`src/verilog/sts_frame_map.svh`:
```
`ifndef STS_FRAME_MAP_SVH
`define STS_FRAME_MAP_SVH

// framing byte patterns, first received bit in the msb
`define FRAME_A1_BYTE       8'hF6
`define FRAME_A2_BYTE       8'h28
// number of each framing byte that the search looks for
`define FRAME_A1_COUNT      3
`define FRAME_A2_COUNT      3
// bits in a demultiplexed byte
`define BITS_PER_BYTE       8
// last bit index inside a byte
`define LAST_BIT_INDEX      3'h7
// bit index below which the byte clock is high
`define BYTE_CLK_HIGH_BITS  3'h4
// byte periods from the A1 to A2 change on the outputs to frame pulse
`define FRAME_PULSE_DELAY   2'h2
// byte slot of the output tap inside the search window (bytes back)
`define OUTPUT_TAP_BYTE     2

`endif

```
`src/verilog/sts_frame_pkg.sv`:
```
package sts_frame_pkg;

    // search state of the aligner
    typedef enum logic [1:0]
    {
        ALIGN_FREE,
        ALIGN_SEARCH,
        ALIGN_LOCKED
    } align_state_t;

endpackage

```
`src/verilog/line_sampler.sv`:
```
`timescale 1ns/1ps

module line_sampler
(
    // clock and reset
    input  wire logic clk,
    input  wire logic reset_n,
    // asynchronous line pins
    input  wire logic line_clock_in,
    input  wire logic line_data_in,
    // one received bit
    output logic      bit_strobe,
    output logic      bit_value
);

    logic clk_s1_q;
    logic clk_s2_q;
    logic clk_s3_q;
    logic dat_s1_q;
    logic dat_s2_q;

    // two-flop synchronisers; data and line clock see the same delay
    always_ff @(posedge clk or negedge reset_n)
    begin
        if (!reset_n)
        begin
            clk_s1_q <= 1'b0;
            clk_s2_q <= 1'b0;
            clk_s3_q <= 1'b0;
            dat_s1_q <= 1'b0;
            dat_s2_q <= 1'b0;
        end
        else
        begin
            clk_s1_q <= line_clock_in;
            clk_s2_q <= clk_s1_q;
            clk_s3_q <= clk_s2_q;
            dat_s1_q <= line_data_in;
            dat_s2_q <= dat_s1_q;
        end
    end

    // rising edge of the line clock takes the data bit
    always_ff @(posedge clk or negedge reset_n)
    begin
        if (!reset_n)
        begin
            bit_strobe <= 1'b0;
            bit_value  <= 1'b0;
        end
        else
        begin
            bit_strobe <= clk_s2_q & ~clk_s3_q;
            bit_value  <= dat_s2_q;
        end
    end

endmodule

```
`src/verilog/frame_word_detector.sv`:
```
`timescale 1ns/1ps
`include "sts_frame_map.svh"

module frame_word_detector
#(
    parameter int A1_COUNT = `FRAME_A1_COUNT,
    parameter int A2_COUNT = `FRAME_A2_COUNT
)
(
    // clock and reset
    input  wire logic                                 clk,
    input  wire logic                                 reset_n,
    // received bits
    input  wire logic                                 bit_strobe,
    input  wire logic                                 bit_value,
    // window of the latest bits, newest in bit 0
    output logic [(A1_COUNT+A2_COUNT)*`BITS_PER_BYTE-1:0] window,
    output logic                                      pattern_hit
);

    localparam int NBYTES = A1_COUNT + A2_COUNT;
    localparam int WBITS  = NBYTES * `BITS_PER_BYTE;

    logic [WBITS-1:0] pattern;

    // reference: A1 bytes (oldest) then A2 bytes (newest)
    genvar gi;
    generate
        for (gi = 0; gi < NBYTES; gi = gi + 1)
        begin : g_ref
            assign pattern[gi*`BITS_PER_BYTE +: `BITS_PER_BYTE] =
                (gi < A2_COUNT) ? `FRAME_A2_BYTE : `FRAME_A1_BYTE;
        end
    endgenerate

    // serial shift register, one step per received bit
    always_ff @(posedge clk or negedge reset_n)
    begin
        if (!reset_n)
            window <= '0;
        else if (bit_strobe)
            window <= {window[WBITS-2:0], bit_value};
    end

    // compared after every bit, so each bit offset is tried
    assign pattern_hit = (window == pattern);

endmodule

```
`src/verilog/sts_frame_byte_aligner.sv`:
```
// Contract
// - framing byte A1 is 11110110, A2 is 00101000 on the serial line.
// - a falling edge on the out-of-frame request arms the frame search.
// - armed search looks for three A1 bytes followed by three A2 bytes.
// - byte clock and data invalid from request fall until the A1-A2 change.
// - byte boundary set by retiming the bit counter at the pattern.
// - detecting the framing sequence is reported by a frame pulse.
// - frame pulse rises 2 byte periods after A1-A2 change on the outputs.
// - frame pulse stays high for exactly one byte period.
// - after a hit the search is disarmed, so payload cannot realign.
// - while aligned and re-armed, one frame pulse per received frame; the block gives one pulse per arming, then disarms.
// - recovery works for line rates from STS-3 up to STS-24.
// - serial line is demultiplexed 1:8 into bytes with a byte clock.
// - first received bit lands on output bit 7, last on bit 0.
// - byte clock runs at one eighth of the line clock.
`timescale 1ns/1ps
`include "sts_frame_map.svh"

module sts_frame_byte_aligner
#(
    parameter int A1_COUNT = `FRAME_A1_COUNT,
    parameter int A2_COUNT = `FRAME_A2_COUNT
)
(
    // clock and reset
    input  wire logic       clk,
    input  wire logic       reset_n,
    // serial line from the receiver
    input  wire logic       line_clock_in,
    input  wire logic       line_data_in,
    // framer side control
    input  wire logic       out_of_frame_request_n,
    // parallel side
    output logic            byte_clock_out,
    output logic [7:0]      parallel_byte_out,
    output logic            byte_valid,
    output logic            frame_pulse
);

    localparam int NBYTES = A1_COUNT + A2_COUNT;
    localparam int WBITS  = NBYTES * `BITS_PER_BYTE;

    // received bit stream
    logic             bit_strobe;
    logic             bit_value;
    logic [WBITS-1:0] window;
    logic             pattern_hit;

    // request synchroniser and edge
    logic oof_s1_q;
    logic oof_s2_q;
    logic oof_s3_q;
    logic oof_fall;

    // timing generator and state
    sts_frame_pkg::align_state_t state_q;
    logic [2:0]                  bit_cnt_q;
    logic [2:0]                  bit_cnt_d;
    logic                        byte_done;
    logic                        lock_hit;
    logic [1:0]                  fp_cnt_q;

    // serial sampling of the line pins, rate free
    line_sampler u_sampler
    (
        .clk           (clk),
        .reset_n       (reset_n),
        .line_clock_in (line_clock_in),
        .line_data_in  (line_data_in),
        .bit_strobe    (bit_strobe),
        .bit_value     (bit_value)
    );

    // sliding window compared at every bit
    frame_word_detector
    #(
        .A1_COUNT (A1_COUNT),
        .A2_COUNT (A2_COUNT)
    )
    u_detect
    (
        .clk         (clk),
        .reset_n     (reset_n),
        .bit_strobe  (bit_strobe),
        .bit_value   (bit_value),
        .window      (window),
        .pattern_hit (pattern_hit)
    );

    // request pin synchroniser; the second and third stages are compared for the edge
    always_ff @(posedge clk or negedge reset_n)
    begin
        if (!reset_n)
        begin
            oof_s1_q <= 1'b1;
            oof_s2_q <= 1'b1;
            oof_s3_q <= 1'b1;
        end
        else
        begin
            oof_s1_q <= out_of_frame_request_n;
            oof_s2_q <= oof_s1_q;
            oof_s3_q <= oof_s2_q;
        end
    end

    // high-to-low transition of the request
    assign oof_fall = oof_s3_q & ~oof_s2_q;

    // hit counts only while armed and on a fresh bit
    assign lock_hit = (state_q == sts_frame_pkg::ALIGN_SEARCH)
                    & bit_strobe & pattern_hit & ~oof_fall;

    // byte boundary: the eighth bit of a byte has arrived
    assign byte_done = bit_strobe & (bit_cnt_q == `LAST_BIT_INDEX);

    // next bit index; a hit puts the boundary on the current bit
    always_comb
    begin
        bit_cnt_d = bit_cnt_q;
        if (lock_hit)
            bit_cnt_d = 3'h0;
        else if (bit_strobe)
            bit_cnt_d = (bit_cnt_q == `LAST_BIT_INDEX) ? 3'h0
                                                       : bit_cnt_q + 3'h1;
    end

    // alignment state: request arms, hit locks and disarms
    always_ff @(posedge clk or negedge reset_n)
    begin
        if (!reset_n)
            state_q <= sts_frame_pkg::ALIGN_FREE;
        else if (oof_fall)
            state_q <= sts_frame_pkg::ALIGN_SEARCH;
        else
        begin
            case (state_q)
                sts_frame_pkg::ALIGN_SEARCH:
                    if (lock_hit)
                        state_q <= sts_frame_pkg::ALIGN_LOCKED;
                default:
                    state_q <= state_q;
            endcase
        end
    end

    // bit counter is the timing generator of the 1:8 conversion
    always_ff @(posedge clk or negedge reset_n)
    begin
        if (!reset_n)
            bit_cnt_q <= 3'h0;
        else
            bit_cnt_q <= bit_cnt_d;
    end

    // byte clock: high for the first half of each byte, eighth rate
    always_ff @(posedge clk or negedge reset_n)
    begin
        if (!reset_n)
            byte_clock_out <= 1'b0;
        else if (oof_fall || state_q == sts_frame_pkg::ALIGN_SEARCH)
            byte_clock_out <= lock_hit;
        else if (bit_strobe)
            byte_clock_out <= (bit_cnt_d < `BYTE_CLK_HIGH_BITS);
    end

    // parallel byte, two bytes behind the newest, first bit in bit 7
    always_ff @(posedge clk or negedge reset_n)
    begin
        if (!reset_n)
            parallel_byte_out <= 8'h00;
        else if (lock_hit ||
                 (byte_done && state_q != sts_frame_pkg::ALIGN_SEARCH))
            parallel_byte_out <=
                window[`OUTPUT_TAP_BYTE*`BITS_PER_BYTE +: `BITS_PER_BYTE];
    end

    // validity: dropped by the request, restored at the first A2 byte
    always_ff @(posedge clk or negedge reset_n)
    begin
        if (!reset_n)
            byte_valid <= 1'b0;
        else if (oof_fall)
            byte_valid <= 1'b0;
        else if (lock_hit)
            byte_valid <= 1'b1;
    end

    // frame pulse delay in byte periods after the first A2 is shown
    always_ff @(posedge clk or negedge reset_n)
    begin
        if (!reset_n)
            fp_cnt_q <= 2'h0;
        else if (oof_fall)
            fp_cnt_q <= 2'h0;
        else if (lock_hit)
            fp_cnt_q <= `FRAME_PULSE_DELAY;
        else if (byte_done && fp_cnt_q != 2'h0)
            fp_cnt_q <= fp_cnt_q - 2'h1;
    end

    // one byte period wide frame pulse per detected frame
    always_ff @(posedge clk or negedge reset_n)
    begin
        if (!reset_n)
            frame_pulse <= 1'b0;
        else if (oof_fall)
            frame_pulse <= 1'b0;
        else if (byte_done)
            frame_pulse <= (fp_cnt_q == 2'h1);
    end

endmodule

```
`config.mk`:
```
export PLATFORM = sky130hd
export DESIGN_NAME = sts_frame_byte_aligner
export DESIGN_NICKNAME = d
export VERILOG_FILES = /design/src/verilog/sts_frame_pkg.sv /design/src/verilog/line_sampler.sv /design/src/verilog/frame_word_detector.sv /design/src/verilog/sts_frame_byte_aligner.sv
export VERILOG_INCLUDE_DIRS = /design/src /design/src/verilog
export SDC_FILE = /design/constraint.sdc
export NUM_CORES = 1
export LEC_CHECK = 0
export ABC_AREA = 1
export BUFFER_PORTS_ARGS = -buffer_cell sky130_fd_sc_hd__buf_4
export CAP_MARGIN = 20
export CELL_PAD_IN_SITES_DETAIL_PLACEMENT = 1
export CELL_PAD_IN_SITES_GLOBAL_PLACEMENT = 1
export CORE_MARGIN = 2
export CORE_UTILIZATION = 46
export DETAILED_ROUTE_END_ITERATION = 10
export HOLD_SLACK_MARGIN = 0.12
export PLACE_DENSITY_LB_ADDON = 0.1
export SLEW_MARGIN = 20
export SYNTH_ARGS = -nofsm -noshare
export SYNTH_HDL_FRONTEND = slang
export SYNTH_SLANG_ARGS = --single-unit
```
`constraint.sdc`:
```
create_clock -name clk -period 1.75 [get_ports clk]
set_input_delay 0.0875 -clock clk [delete_from_list [all_inputs] [get_ports clk]]
set_output_delay 0.0875 -clock clk [all_outputs]
set_load 0.01 [all_outputs]
```
======== After elaboration in Yosys (flattened, before gate mapping) ========
Cells that the tools add are included.
word-level totals
  register bits ........................... 76
  latch bits .............................. 0
  bits in writable memories ............... 0
  memory bits (read-only) ................. 0
  bits of input ports ..................... 5
  output and inout port bits .............. 11
  logic and storage cells ................. 61
  memories ................................ 0
operators by class
  $add $sub $neg .......................... 2
  $mul .................................... 0
  div/mod/pow operators ................... 0
  $lt $le $gt $ge ......................... 1
  eq/ne operators ......................... 5
  shifts and indexed selects .............. 0
  multiplexer cells ....................... 15
  bitwise logic cells ..................... 9
  reduce and logical (&&, ||, !) cells .... 11
operators with widths
  kind                                                                     count
  48-bit == test, second input constant                                    1
  2-bit 2-to-1 mux                                                         6
  2-bit nonzero test                                                       5
  3-bit 2-to-1 mux                                                         3
  1-bit bitwise AND                                                        6
  1-bit 2-to-1 mux                                                         6
  2-bit by 1-bit == test with 1-bit output, second input constant          2
  3-bit by 1-bit adder with 3-bit output, second input constant            1
  3-bit == test, second input constant                                     1
  3-bit less-than comparator, second input constant                        1
  1-bit NOT                                                                3
  3-bit nonzero test                                                       1
  1-bit logical AND                                                        2
  1-bit logical OR                                                         2
  2-bit by 1-bit inequality test with 1-bit output, second input constant  1
  2-bit AND reduction                                                      1
  2-bit by 1-bit subtractor with 2-bit output, second input constant       1

======== Logic depth before layout (Yosys ltp) ========
Gate-level depths: netlist of run 1.
  depth after elaboration ................. 8
  mapped depth ............................ 10
  depth with buffers taken out ............ 10

======== Cells and area by module ========
From an unflattened synthesis of run 1, not the netlist that was laid out.
second synthesis, totals
  cell total of the unflattened synthesis .. 341
  area total of the unflattened synthesis .. 3183.1 µm²
modules (own cells, without submodules)
  module                  times used  cells an instance  area an instance (µm²)  sequential area each (µm²)
  frame_word_detector     1           227                2055.7                  1201.2
  sts_frame_byte_aligner  1           105                942.2                   529.3
  line_sampler            1           9                  185.2                   175.2

======== Worst setup path after synthesis of run 1 ========
OpenSTA, ideal clock, no wires.
  path type ............................... register to register
  start ................................... register bit_cnt_q[0]
  end ..................................... register parallel_byte_out[0]
  library setup time ...................... 117 ps
  data arrival time ....................... 1312 ps
  required time ........................... 1633 ps
  slack ................................... 320 ps
  cell stages (with the launch flop) ...... 9
  path buffers ............................ 0
  clock period less this slack ............ 1430 ps
  cells stage by stage .................... dfrtp_1 > ha_1 > ha_1 > nand2_1 > inv_1 > nand2_1 > nand2_2 > nand2_1 > nand2_1
between the ends
  longest elaborated chain between the ends .. 4
ends and longest elaborated chain
  item                     line                           source
  from (decl)              sts_frame_byte_aligner.sv:57   logic [2:0] bit_cnt_q;
  from (signal assigned)   sts_frame_byte_aligner.sv:153  bit_cnt_q <= bit_cnt_d;
  3-bit == test (no line)  n/a
  1-bit bitwise AND        sts_frame_byte_aligner.sv:115  assign byte_done = bit_strobe & (bit_cnt_q == `LAST_BIT_INDEX);
  1-bit logical AND        sts_frame_byte_aligner.sv:173  (byte_done && state_q != sts_frame_pkg::ALIGN_SEARCH))
  1-bit logical OR         sts_frame_byte_aligner.sv:172  else if (lock_hit ||
  to (signal assigned)     sts_frame_byte_aligner.sv:174  parallel_byte_out <=
  to (decl)                sts_frame_byte_aligner.sv:35   output logic [7:0] parallel_byte_out,
Every way passes these cells.
A chain may end at the register's enable or synchronous reset.

======== Worst setup path after layout of run 1 ========
  start ................................... register state_q[1]
  end ..................................... register parallel_byte_out[5]
between the ends
  longest elaborated chain between the ends .. 5
  elaborated cells on any way between the ends .. 7
  classes of those cells .................. eq/ne (2); bitwise (3); reduce/logical (2)
ends and longest elaborated chain
  item                                      line                           source
  from (decl)                               sts_frame_byte_aligner.sv:56   sts_frame_pkg::align_state_t state_q;
  from (signal assigned)                    sts_frame_byte_aligner.sv:132  state_q <= sts_frame_pkg::ALIGN_FREE;
  from (signal assigned)                    sts_frame_byte_aligner.sv:134  state_q <= sts_frame_pkg::ALIGN_SEARCH;
  from (signal assigned)                    sts_frame_byte_aligner.sv:140  state_q <= sts_frame_pkg::ALIGN_LOCKED;
  2-bit by 1-bit == test with 1-bit output  sts_frame_byte_aligner.sv:111  assign lock_hit = (state_q == sts_frame_pkg::ALIGN_SEARCH)
  1-bit bitwise AND (3 in series)           sts_frame_byte_aligner.sv:112  & bit_strobe & pattern_hit & ~oof_fall;
  1-bit logical OR *                        sts_frame_byte_aligner.sv:172
Every way passes the cells marked *; elsewhere a longest branch is shown, timed or not.

==> results.md, run 1 <==
- Most frequent CP cell: nand2_1
- PwrDens: 1070 mW/mm²
- Status: completed
- Critical Path AT: 1.89 ns
- Via count: 2,171
- Critical Path Fanout Max: 14
- R2R Setup Slk: 0.15 ns
- Critical path, cell by cell: nor2_1 -> nand2_1 -> nor2_1 -> nand2_1 -> nor2_2 -> nand3_4 -> nand2_2 -> nand2_1 -> nand2_1
- Syn Std Cell Area: 0.00303 mm²
- First-pass DRT Iterations: 4
- Cell family with most CP delay: simple AND/OR/NAND/NOR gates
- Synthesized Nets: 346
- Longest Clk Path Bufs: 2
- Std cell rows: 29
- Max-capacitance violation count: 0
- Initial antenna violation count: 0
- Die Height: 85.1 µm
- DR iter-0 viols: 133
- Clk sinks: 76
- Top Ports: 16
- Max IR drop VDD: 0.626 mV
- Final worst-path cycle share: 91.7%
- Max Slew Vio Count: 0
- Worst hold path type: in -> async
- Initial Utilization: 47.7%
- Worst-margin pin slew: 0.420 ns
- RSZ-0062 raised after global routing: no
- Setup TNS Final: 0 ns
- Most frequent cells in the layout: nand2_1, dfrtp_1, o21ai_0
- Seq/Total Area, Yosys: 62.9%
- # nets final: 370
- Design Area, Final: 0.00351 mm²
- Worst reg2reg path endpoint: parallel_byte_out[5]
- Setup violations, final: 0
- Yosys cell types: 19
- I/O Buffers: 15
- Seq cells post-synth: 76
- Die width: 85.1 µm
- Worst r2r src: state_q[1]
- Syn Area/Cell: 8.98 µm²
- Commonest non-fill, non-tap cell in the layout: nand2_1
- RD Place Congestion: 0.750
- CP Capture Type: register
- Core box area: 0.00635 mm²
- Compound-Gate Fraction of Synth Area: 8.64%
- Max Clock Freq: 623 MHz
- Final hold vios: 0
- Slowest stage delay, CP: 0.38 ns
- H-tree levels: 3
- Total of warnings raised by yosys: 0
- Mapped Cells: 337
- Clk_skew: 0.00669 ns
- Clk slew on worst S/H paths: 0.08 ns
- Routed wire per std cell: 14.2 µm
- Final WL: 6.31 mm
- Buf/Inv on CP: 0
- Simple-Gate Fraction of Synth Area: 19.8%
- CTS tree: yes
- DRC Markers: 0
- Largest net degree at the start of global routing: 53
- Vias in the first global route: 2,323
- Reg2reg path depth: 9
- Layout Area Growth over Synthesis: 15.8%
- Final Util: 55.2%
- Slew headroom: 72.0%
- Cell Area, Placed: 0.00324 mm²
- Critical path required time: 2.04 ns
- Via-to-Cell Ratio: 4.90
- ANT nets after route: 0
- Die outline area: 0.00725 mm²
- Fin crit period: 1.60 ns
- Mux contribution to synthesized area: 0%
- Root buffer cell: clkbuf_8
- Worst Setup Start Kind: register
- GRT overflow: 0
- Clock Latency Late Sink: 0.35 ns
- Leakage: 1.70 nW
- GRT Total Usage: 19.1%
- TritonCTS Buffers: 9
- Synth Area in XOR/XNOR: 0%
- Main combinational cell family by area after synthesis: simple AND/OR/NAND/NOR gates
- CP max stage cell: dfrtp_1
- First-pass GRT wire length: 10.7 mm
- Antenna cells: 0
- CP Class: reg -> reg
- Post-synthesis adder-cell area fraction: 1.65%
- Post-DP HPWL: 4.12 mm
- Share of post-route cells with drive strength above 1: 12.8%
==> report_power, final <==
| group | internal [mW] | switching (mW) | leakage [nW] |
|---|---|---|---|
| logic | 0.122 | 0.213 | 0.575 |
| registers | 1.89 | 0.0816 | 1.01 |
| clock network | 0.797 | 0.660 | 0.109 |
==> through the flow <==
step	power, mW	std cells	worst slack (ns)	hold slack, ns
detailed placement	2.34	423	0.0582	0.0151
global placement	2.32	423	0.0961	0.0155
floorplan	2.19	337	0.320	-0.208
finish	3.76	443	0.145	0.187
global route	3.94	443	0.00994	0.206
CTS	3.81	443	0.0355	0.204
==> worst reg2reg max path: cells and delay by family (launching register included) <==
family	cells	cell delay, ns
flip-flops	1	0.38
AND/OR/NAND/NOR	9	1.16
==> per-layer routing <==
layer	part of all wire, %	track usage, %	routed length, µm	vias up
met4	2.3	9.09	144	0
met1	48	25.2	3030	1049
met3	2.0	3.60	124	12
met5	0	0	0	-
li1	-	-	-	1087
met2	48	30.6	3010	23
==> synth_stat cells <==
| master | instances | share of area [%] |
|---|---|---|
| a21oi_1 | 1 | 0.17 |
| a31oi_1 | 1 | 0.21 |
| buf_6 | 1 | 0.37 |
| clkbuf_1 | 10 | 1.2 |
| dfrtp_1 | 73 | 60 |
| dfstp_2 | 3 | 2.6 |
| ha_1 | 4 | 1.7 |
| inv_1 | 41 | 5.1 |
| inv_2 | 2 | 0.25 |
| nand2_1 | 103 | 13 |
| nand2_2 | 1 | 0.21 |
| nand3_1 | 12 | 2.0 |
| nand3_2 | 1 | 0.33 |
| nor2_1 | 28 | 3.5 |
| nor2_2 | 1 | 0.21 |
| nor3_1 | 4 | 0.66 |
| o21ai_0 | 48 | 7.9 |
| o21ai_1 | 2 | 0.33 |
| or2_2 | 1 | 0.21 |
==> cell families (layout without fill, tap and decap cells) <==
group	Yosys count	in the layout
flip-flops	76	76
AND/OR/NAND/NOR	151	151
adder cells (fa/ha/maj)	4	4
AO/OA/AOI/OAI	52	52
buffers and inverters	54	83
==> worst max-delay path by stage <==
stage / slack (ns) / end / cells past startpoint / startpoint
2_1_floorplan: 0.32 / parallel_byte_out[0] / 8 / bit_cnt_q[0]
6_report: 0.15 / parallel_byte_out[5] / 9 / state_q[1]
4_1_cts: 0.04 / parallel_byte_out[7] / 9 / u_detect.window[35]
5_1_grt: 0.01 / parallel_byte_out[5] / 9 / u_detect.window[35]
3_5_place_dp: 0.06 / parallel_byte_out[7] / 8 / bit_cnt_q[0]
3_3_place_gp: 0.1 / parallel_byte_out[2] / 8 / bit_cnt_q[0]
==> state kept, by name (all words and copies together) (netlist names) <==
name,count
u_sampler.clk_s1_q,1
parallel_byte_out,8
state_q,2
frame_pulse,1
u_sampler.clk_s2_q,1
oof_s2_q,1
byte_clock_out,1
byte_valid,1
u_sampler.dat_s2_q,1
u_detect.window,48
u_sampler.bit_strobe,1
u_sampler.dat_s1_q,1
bit_cnt_q,3
u_sampler.clk_s3_q,1
u_sampler.bit_value,1
oof_s1_q,1
oof_s3_q,1
fp_cnt_q,2
==> what timing repair did <==
item / in CTS / in global routing
setup buffers: 0 / 0
hold buffers: 4 / 0
gates resized for setup: 0 / 3
endpoints found under the setup margin: 0 / 9
hold endpoints to repair: 79 / 0
==> final cells by class <==
cell class	instances	area, µm²
clock buffers	9	124
multi-input cells	207	925
fillers	746	2840
clock inverters	7	91.3
flip-flops and latches	76	1910
well taps	77	96.3
repair buffers	24	203
inverters	43	161
Power figures use the tool's default switching activity.
==> run 2: changes to the inputs <==
- ABC_AREA: 1 -> unset
- CORE_UTILIZATION: 46 -> 50
- RECOVER_POWER: unset -> 25
==> run 2 against run 1 <==
Net effect:
- highest routed layer unchanged
- global-route usage increased by 3.3 points
- largest cell class unchanged
- register-to-register slack lost 0.28 ns
- largest power group unchanged
- the run now ends with negative setup slack left
- sequential power increased by 7%
- die area fell by 7.4%
- hold slack improved by 0.16 ns
- non-clock buffer count grew 20
- first-iteration DRC count down 11%
- combinational power increased by 73%
==> results.md, run 2 <==
- First-pass DRT Iterations: 4 (unchanged)
- Clock Latency Late Sink: 0.35 ns (about the same)
- Initial antenna violation count: 0 (unchanged)
- Final WL: 6.46 mm (was 6.31 mm)
- Final hold vios: 0 (unchanged)
- Reg area: 0.00191 mm² (about the same)
- Synthesized Nets: 228 (was 346)
- Filler instances: 569 (was 746)
- RD Place Congestion: 0.730 (was 0.750)
- Top Ports: 16 (unchanged)
- ANT nets after route: 0 (unchanged)
- PwrDens: 1140 mW/mm² (was 1070 mW/mm²)
- Max-capacitance violation count: 0 (unchanged)
- Reg2reg path depth: 6 (was 9)
- CP Capture Type: register (unchanged)
- DRC Markers: 0 (unchanged)
- Worst reg2reg path endpoint: parallel_byte_out[3] (was parallel_byte_out[5])
- Async SR Flop Fraction: 100% (unchanged)
- Longest Clk Path Bufs: 2 (unchanged)
- Final worst slack: -0.139 ns (was 0.145 ns)
- Largest Register: u_detect.window (unchanged)
- Most common cell in the netlist: dfrtp_1 (was nand2_1)
- Fin crit period: 1.89 ns (was 1.60 ns)
- Most frequent cells in the layout: dfrtp_1, mux2_2, buf_4 (was nand2_1, dfrtp_1, o21ai_0)
- Final worst-path cycle share: 108% (was 91.7%)
- Status: finished, violations left (was completed)
- H-tree levels: 3 (unchanged)
- GRT Total Usage: 22.4% (was 19.1%)
- Total of warnings raised by yosys: 0 (unchanged)
- Worst-margin pin slew: 0.976 ns (was 0.420 ns)
- Hold path start: u_sampler.clk_s1_q
- # nets final: 275 (was 370)
- Max Slew Vio Count: 0 (unchanged)
- Critical path required time: 1.97 ns (was 2.04 ns)
- Cell Area, Placed: 0.00337 mm² (was 0.00324 mm²)
- Clk slew on worst S/H paths: 0.07 ns (was 0.08 ns)
- TritonCTS Buffers: 9 (unchanged)
- Routed wire per std cell: 18.7 µm (was 14.2 µm)
- Post-synth EDFFs: 0 (unchanged)
- Die Height: 81.9 µm (was 85.1 µm)
- Worst Setup Start Kind: register (unchanged)
- Cell family with most CP delay: simple AND/OR/NAND/NOR gates (unchanged)
- Hold Crit Endpoint: u_sampler.clk_s2_q
- Critical Path AT: 2.11 ns (was 1.89 ns)
- Worst hold path stage count: 0
- Synth cell count leaders: dfrtp_1, mux2_2, nand2_1 (was nand2_1, dfrtp_1, o21ai_0)
- Mapped Cells: 219 (was 337)
- Seq cells post-synth: 76 (unchanged)
- Layout Area Growth over Synthesis: 24.5% (was 15.8%)
- Via-to-Cell Ratio: 5.52 (was 4.90)
- R2R Setup Slk: -0.14 ns (was 0.15 ns)
- Slew headroom: 34.9% (was 72.0%)
- Via count: 1,910 (was 2,171)
- Post-synth top area share: 60.2% (was 60.3%)
- Slowest stage delay, CP: 0.55 ns (was 0.38 ns)
- Clk sinks: 76 (unchanged)
- Max FFs per register: 48 (unchanged)
- Initial Utilization: 51.6% (was 47.7%)
- Syn Std Cell Area: 0.00304 mm² (was 0.00303 mm²)
- Yosys cell types: 37 (was 19)
- CP Class: reg -> reg (unchanged)
- CTS tree: yes (unchanged)
- Post-synth top area cell: dfrtp_1 (unchanged)
- Max IR drop VDD: 0.743 mV (was 0.626 mV)
- Buf/Inv on CP: 2 (was 0)
- Commonest non-fill, non-tap cell in the layout: dfrtp_1 (was nand2_1)
- Post-DP HPWL: 4.15 mm (was 4.12 mm)
- Top FF cell, synth: dfrtp_1 (unchanged)
- RSZ-0062 raised after global routing: yes (was no)
- Seq/Total Area, Yosys: 62.8% (was 62.9%)
- Worst slack at placement: -0.144 ns (was 0.0582 ns)
- CP max stage cell: or4bb_4 (was dfrtp_1)
- Leakage: 1.79 nW (was 1.70 nW)
- Multi-input gate area: 0.00116 mm² (was 925 µm²)
- Core box area: 0.00589 mm² (was 0.00635 mm²)
- GRT overflow: 0 (unchanged)
- Biggest regs: u_detect.window x48, parallel_byte_out x8, bit_cnt_q x3 (unchanged)
- Vias in the first global route: 2,169 (was 2,323)
- Setup violations, final: 15 (was 0)
- Top cells by area in the synthesized netlist: dfrtp_1, mux2_2, nand2_1, dfstp_2, ha_1 (was dfrtp_1, nand2_1, o21ai_0, inv_1, nor2_1)
- Failing checks: negative setup slack
- Critical path, cell by cell: or4bb_4 -> nor4_4 -> buf_4 -> and4_4 -> buf_6 -> o211ai_1 (was nor2_1 -> nand2_1 -> nor2_1 -> nand2_1 -> nor2_2 -> nand3_4 -> nand2_2 -> nand2_1 -> nand2_1)
- Worst hold path type: reg -> reg (was in -> async)
- Largest net degree at the start of global routing: 41 (was 53)
- Die outline area: 0.00671 mm² (was 0.00725 mm²)
- Design Area, Final: 0.00378 mm² (was 0.00351 mm²)
- Share of post-route cells with drive strength above 1: 46.5% (was 12.8%)
- DR iter-0 viols: 118 (was 133)
- Max Clock Freq: 530 MHz (was 623 MHz)
- Std cell rows: 28 (was 29)
- Worst r2r src: u_detect.window[27] (was state_q[1])
- Die width: 81.9 µm (was 85.1 µm)
- Antenna cells: 0 (unchanged)
- I/O Buffers: 15 (unchanged)
- Critical Path Fanout Max: 6 (was 14)
- First-pass GRT wire length: 10.8 mm (was 10.7 mm)
- Clk_skew: 0.0106 ns (was 0.00669 ns)
- Syn Area/Cell: 13.9 µm² (was 8.98 µm²)
- Root buffer cell: clkbuf_8 (unchanged)
==> run 2: cell count changes in the layout (fill, tap and decap cells not counted), moves of 14 or more <==
cell / before / now
nor2_1: 27 / 3
nand2_1: 102 / 23
o21ai_0: 48 / 1
inv_1: 41 / 6
mux2_2: 0 / 48
buf_4: 19 / 33
==> run 2: metal layers <==
layer	part of all wire [%]	vias up	global-route usage, %
met1	42	983	26.4
met4	2.2	0	10.7
met3	3.2	15	5.71
met2	53	33	38.1
li1	-	879	-
met5	0	-	0
==> run 2: power by group <==
part / internal [mW] / switching [mW]
Clock: 1.02 / 0.613
Sequential: 1.95 / 0.141
Combinational: 0.326 / 0.253
Total: 3.30 / 1.01
==> run 2: worst max-delay path by stage <==
stage	endpoint	depth (start not counted)	slack [ns]	startpoint
6_report	parallel_byte_out[3]	6	-0.14	u_detect.window[27]
3_3_place_gp	parallel_byte_out[3]	5	-0.07	u_detect.window[27]
4_1_cts	parallel_byte_out[5]	6	-0.14	u_detect.window[8]
3_5_place_dp	parallel_byte_out[3]	5	-0.14	u_detect.window[27]
5_1_grt	parallel_byte_out[3]	6	-0.23	u_detect.window[27]
2_1_floorplan	parallel_byte_out[5]	5	-0.02	u_detect.window[27]
==> run 2: cells by family after synthesis <==
logic type                 after synthesis  synth area share (%)
DFF                                     76                  62.8
buffers and inverters                   14                  1.85
xor gates and xnor gates                 1                 0.288
adders and majority gates                4                  1.65
and+or+nand+nor                         57                  11.8
AOI/OAI and AO/OA                       19                  3.83
muxes                                   48                  17.8
==> run 2: cell type report <==
class | count | share of cell area [%]
Sequential cell | 76 | 50.4
Multi-Input combinational cell | 129 | 30.6
Timing Repair Buffer | 44 | 9.24
Clock buffer | 12 | 4.10
Clock inverter | 4 | 2.52
Tap cell | 75 | 2.48
Inverter | 6 | 0.596
==> run 2: stage by stage <==
| step | utilization [%] | hold slack [ns] | setup TNS, ns | power [mW] | cells |
|---|---|---|---|---|---|
| 2_1_floorplan | - | -0.208 | -0.0277 | 2.36 | 219 |
| 3_3_place_gp | 57.2 | 0.0779 | -0.562 | 2.59 | 322 |
| 3_5_place_dp | 57.2 | 0.0894 | -1.69 | 2.66 | 322 |
| 4_1_cts | 63.3 | 0.253 | -1.70 | 4.36 | 345 |
| 5_1_grt | 64.2 | 0.368 | -3.08 | 4.52 | 346 |
| 6_report | 64.2 | 0.351 | -1.59 | 4.31 | 346 |
==> run 2: timing repair <==
item	4_1_cts	5_1_grt
gates resized for setup	10	12
hold buffers	4	0
cloned	1	0
pin swaps	7	6
hold endpoints to repair	41	0
setup endpoints to repair	17	17
setup buffers	2	1
==> run 3: changes to the inputs <==
- CORE_UTILIZATION: 50 -> 54
- clock period: 1.75 -> 2.43 ns (I/O delays scaled with it)
==> run 3 against run 2 <==
Net effect:
- the run now ends clean
- sequential share of layout area grew 5.2 points
- flip-flop and latch count is the same
- core utilization shrank 1.6 points
- clock skew grew 0.00091 ns
- maximum frequency shrank 7.4%
- non-clock buffer count shrank 21
- setup slack gained 0.53 ns
- register-to-register slack gained 0.53 ns
- global-route usage shrank 2.6 points
- sequential power shrank 28%
==> results.md, run 3 (same netlist as run 2, synthesis figures left out) <==
- Status: completed (was finished, violations left)
- Critical Path Fanout Max: 11 (was 6)
- Max-capacitance violation count: 0 (unchanged)
- Initial antenna violation count: 0 (unchanged)
- Initial Utilization: 55.5% (was 51.6%)
- Die Height: 79.0 µm (was 81.9 µm)
- Worst slack at placement: 0.385 ns (was -0.144 ns)
- Setup violations, final: 0 (was 15)
- R2R Setup Slk: 0.39 ns (was -0.14 ns)
- RD Place Congestion: 0.744 (was 0.730)
- Max Slew Vio Count: 0 (unchanged)
- Vias in the first global route: 1,880 (was 2,169)
- I/O Buffers: 15 (unchanged)
- RSZ-0062 raised after global routing: no (was yes)
- Die width: 79.0 µm (was 81.9 µm)
- Final hold vios: 0 (unchanged)
- Layout Area Growth over Synthesis: 12.9% (was 24.5%)
- CP Capture Type: register (unchanged)
- Largest Register: u_detect.window (unchanged)
- Final worst slack: 0.391 ns (was -0.139 ns)
- Worst-margin pin slew: 0.916 ns (was 0.976 ns)
- Std cell rows: 27 (was 28)
- TritonCTS Buffers: 9 (unchanged)
- Setup TNS Final: 0 ns (was -1.59 ns)
- CP Class: reg -> reg (unchanged)
- Root buffer cell: clkbuf_8 (unchanged)
- Worst hold path type: reg -> reg (unchanged)
- Clock Latency Late Sink: 0.34 ns (was 0.35 ns)
- Critical Path AT: 2.25 ns (was 2.11 ns)
- Via-to-Cell Ratio: 5.52 (about the same)
- CTS tree: yes (unchanged)
- Core box area: 0.00547 mm² (was 0.00589 mm²)
- Max Clock Freq: 490 MHz (was 530 MHz)
- Via count: 1,777 (was 1,910)
- Biggest regs: u_detect.window x48, parallel_byte_out x8, bit_cnt_q x3 (unchanged)
- Top Ports: 16 (unchanged)
- Slowest stage delay, CP: 0.55 ns (about the same)
- Hold Crit Endpoint: u_sampler.bit_value (was u_sampler.clk_s2_q)
- Slew headroom: 38.9% (was 34.9%)
- Share of post-route cells with drive strength above 1: 31.6% (was 46.5%)
- First-pass DRT Iterations: 4 (unchanged)
- Final worst-path cycle share: 83.9% (was 108%)
- DR iter-0 viols: 70 (was 118)
- Fin crit period: 2.04 ns (was 1.89 ns)
- Most frequent cells in the layout: dfrtp_1, mux2_2, nand2_1 (was dfrtp_1, mux2_2, buf_4)
- Routed wire per std cell: 17.2 µm (was 18.7 µm)
- Crit. Startpoint: u_detect.window[1] (was u_detect.window[27])
- Clk slew on worst S/H paths: 0.08 ns (was 0.07 ns)
- DRC Markers: 0 (unchanged)
- Leakage: 1.58 nW (was 1.79 nW)
- Critical path, cell by cell: or4b_4 -> nor4_4 -> and4_1 -> o211ai_1 (was or4bb_4 -> nor4_4 -> buf_4 -> and4_4 -> buf_6 -> o211ai_1)
- Max IR drop VDD: 0.480 mV (was 0.743 mV)
- Commonest non-fill, non-tap cell in the layout: dfrtp_1 (unchanged)
- # nets final: 254 (was 275)
- PwrDens: 795 mW/mm² (was 1140 mW/mm²)
- Worst Setup Start Kind: register (unchanged)
- Design Area, Final: 0.00343 mm² (was 0.00378 mm²)
- Worst r2r src: u_detect.window[1] (was u_detect.window[27])
- Post-DP HPWL: 3.77 mm (was 4.15 mm)
- Antenna cells: 0 (unchanged)
- Die outline area: 0.00624 mm² (was 0.00671 mm²)
- ANT nets after route: 0 (unchanged)
- Post-cts sizing count: 0 (was 10)
- Final hold slack: 0.350 ns (was 0.351 ns)
- Buf/Inv on CP: 0 (was 2)
- Hold path start: u_sampler.dat_s2_q (was u_sampler.clk_s1_q)
- Critical path required time: 2.64 ns (was 1.97 ns)
- Final WL: 5.55 mm (was 6.46 mm)
- GRT Total Usage: 19.8% (was 22.4%)
- CP max stage cell: or4b_4 (was or4bb_4)
- H-tree levels: 3 (unchanged)
- Longest Clk Path Bufs: 2 (unchanged)
- Reg2reg path depth: 4 (was 6)
- Cell family with most CP delay: simple AND/OR/NAND/NOR gates (unchanged)
- Max FFs per register: 48 (unchanged)
- Clk sinks: 76 (unchanged)
- Worst hold path stage count: 0 (unchanged)
- First-pass GRT wire length: 9.29 mm (was 10.8 mm)
- GRT overflow: 0 (unchanged)
- Clk_skew: 0.0115 ns (was 0.0106 ns)
- Largest net degree at the start of global routing: 77 (was 41)
- Worst reg2reg path endpoint: parallel_byte_out[5] (was parallel_byte_out[3])
- Cell Area, Placed: 0.00324 mm² (was 0.00337 mm²)
## run 3: cell types whose count changed in the layout (fill, tap and decap cells not counted), sizes merged
cell / change
clkinv: +2
clkinvlp: +1
clkbuf: +9
buf: -31
bufinv: -2
## run 3: worst max path at each step
| stage | end | slack [ns] | cells past startpoint |
|---|---|---|---|
| detailed placement | parallel_byte_out[5] | 0.39 | 4 |
| global placement | parallel_byte_out[3] | 0.49 | 4 |
| CTS | parallel_byte_out[5] | 0.38 | 4 |
| global route | parallel_byte_out[5] | 0.28 | 4 |
| floorplan | parallel_byte_out[5] | 0.64 | 5 |
| finish | parallel_byte_out[5] | 0.39 | 4 |
## run 3: cell type report
class                   count  area, µm²
multi-input cells         129       1070
flip-flops and latches     76       1910
fillers                   541       2040
repair buffers             23        141
inverters                   6       22.5
clock buffers              11        141
clock inverters             5       52.6
well taps                  72       90.1
## run 3: timing repair
action / in CTS / in global routing
buffers inserted: 0 / 0
endpoints found under the hold margin: 76 / 0
hold buffers: 4 / 0
## run 3: stage by stage
step           power (mW)  cells  utilization [%]
3_5_place_dp         1.81    302             59.1
6_report             2.73    322             62.7
5_1_grt              2.85    322             62.7
3_3_place_gp         1.78    302             59.1
4_1_cts              2.76    322             63.4
2_1_floorplan        1.70    219                -
## run 3: metal layers
| metal | GRT usage, % | part of all wire [%] | vias up |
|---|---|---|---|
| li1 | - | - | 835 |
| met1 | 25.1 | 46 | 911 |
| met5 | 0 | 0 | - |
| met4 | 9.83 | 1.6 | 0 |
| met3 | 3.41 | 2.2 | 8 |
| met2 | 33.0 | 50 | 23 |
## run 3: where the power goes
group	total (mW)	switching (mW)	internal [mW]
Combinational	0.279	0.125	0.154
Clock	0.938	0.441	0.497
Sequential	1.51	0.100	1.41
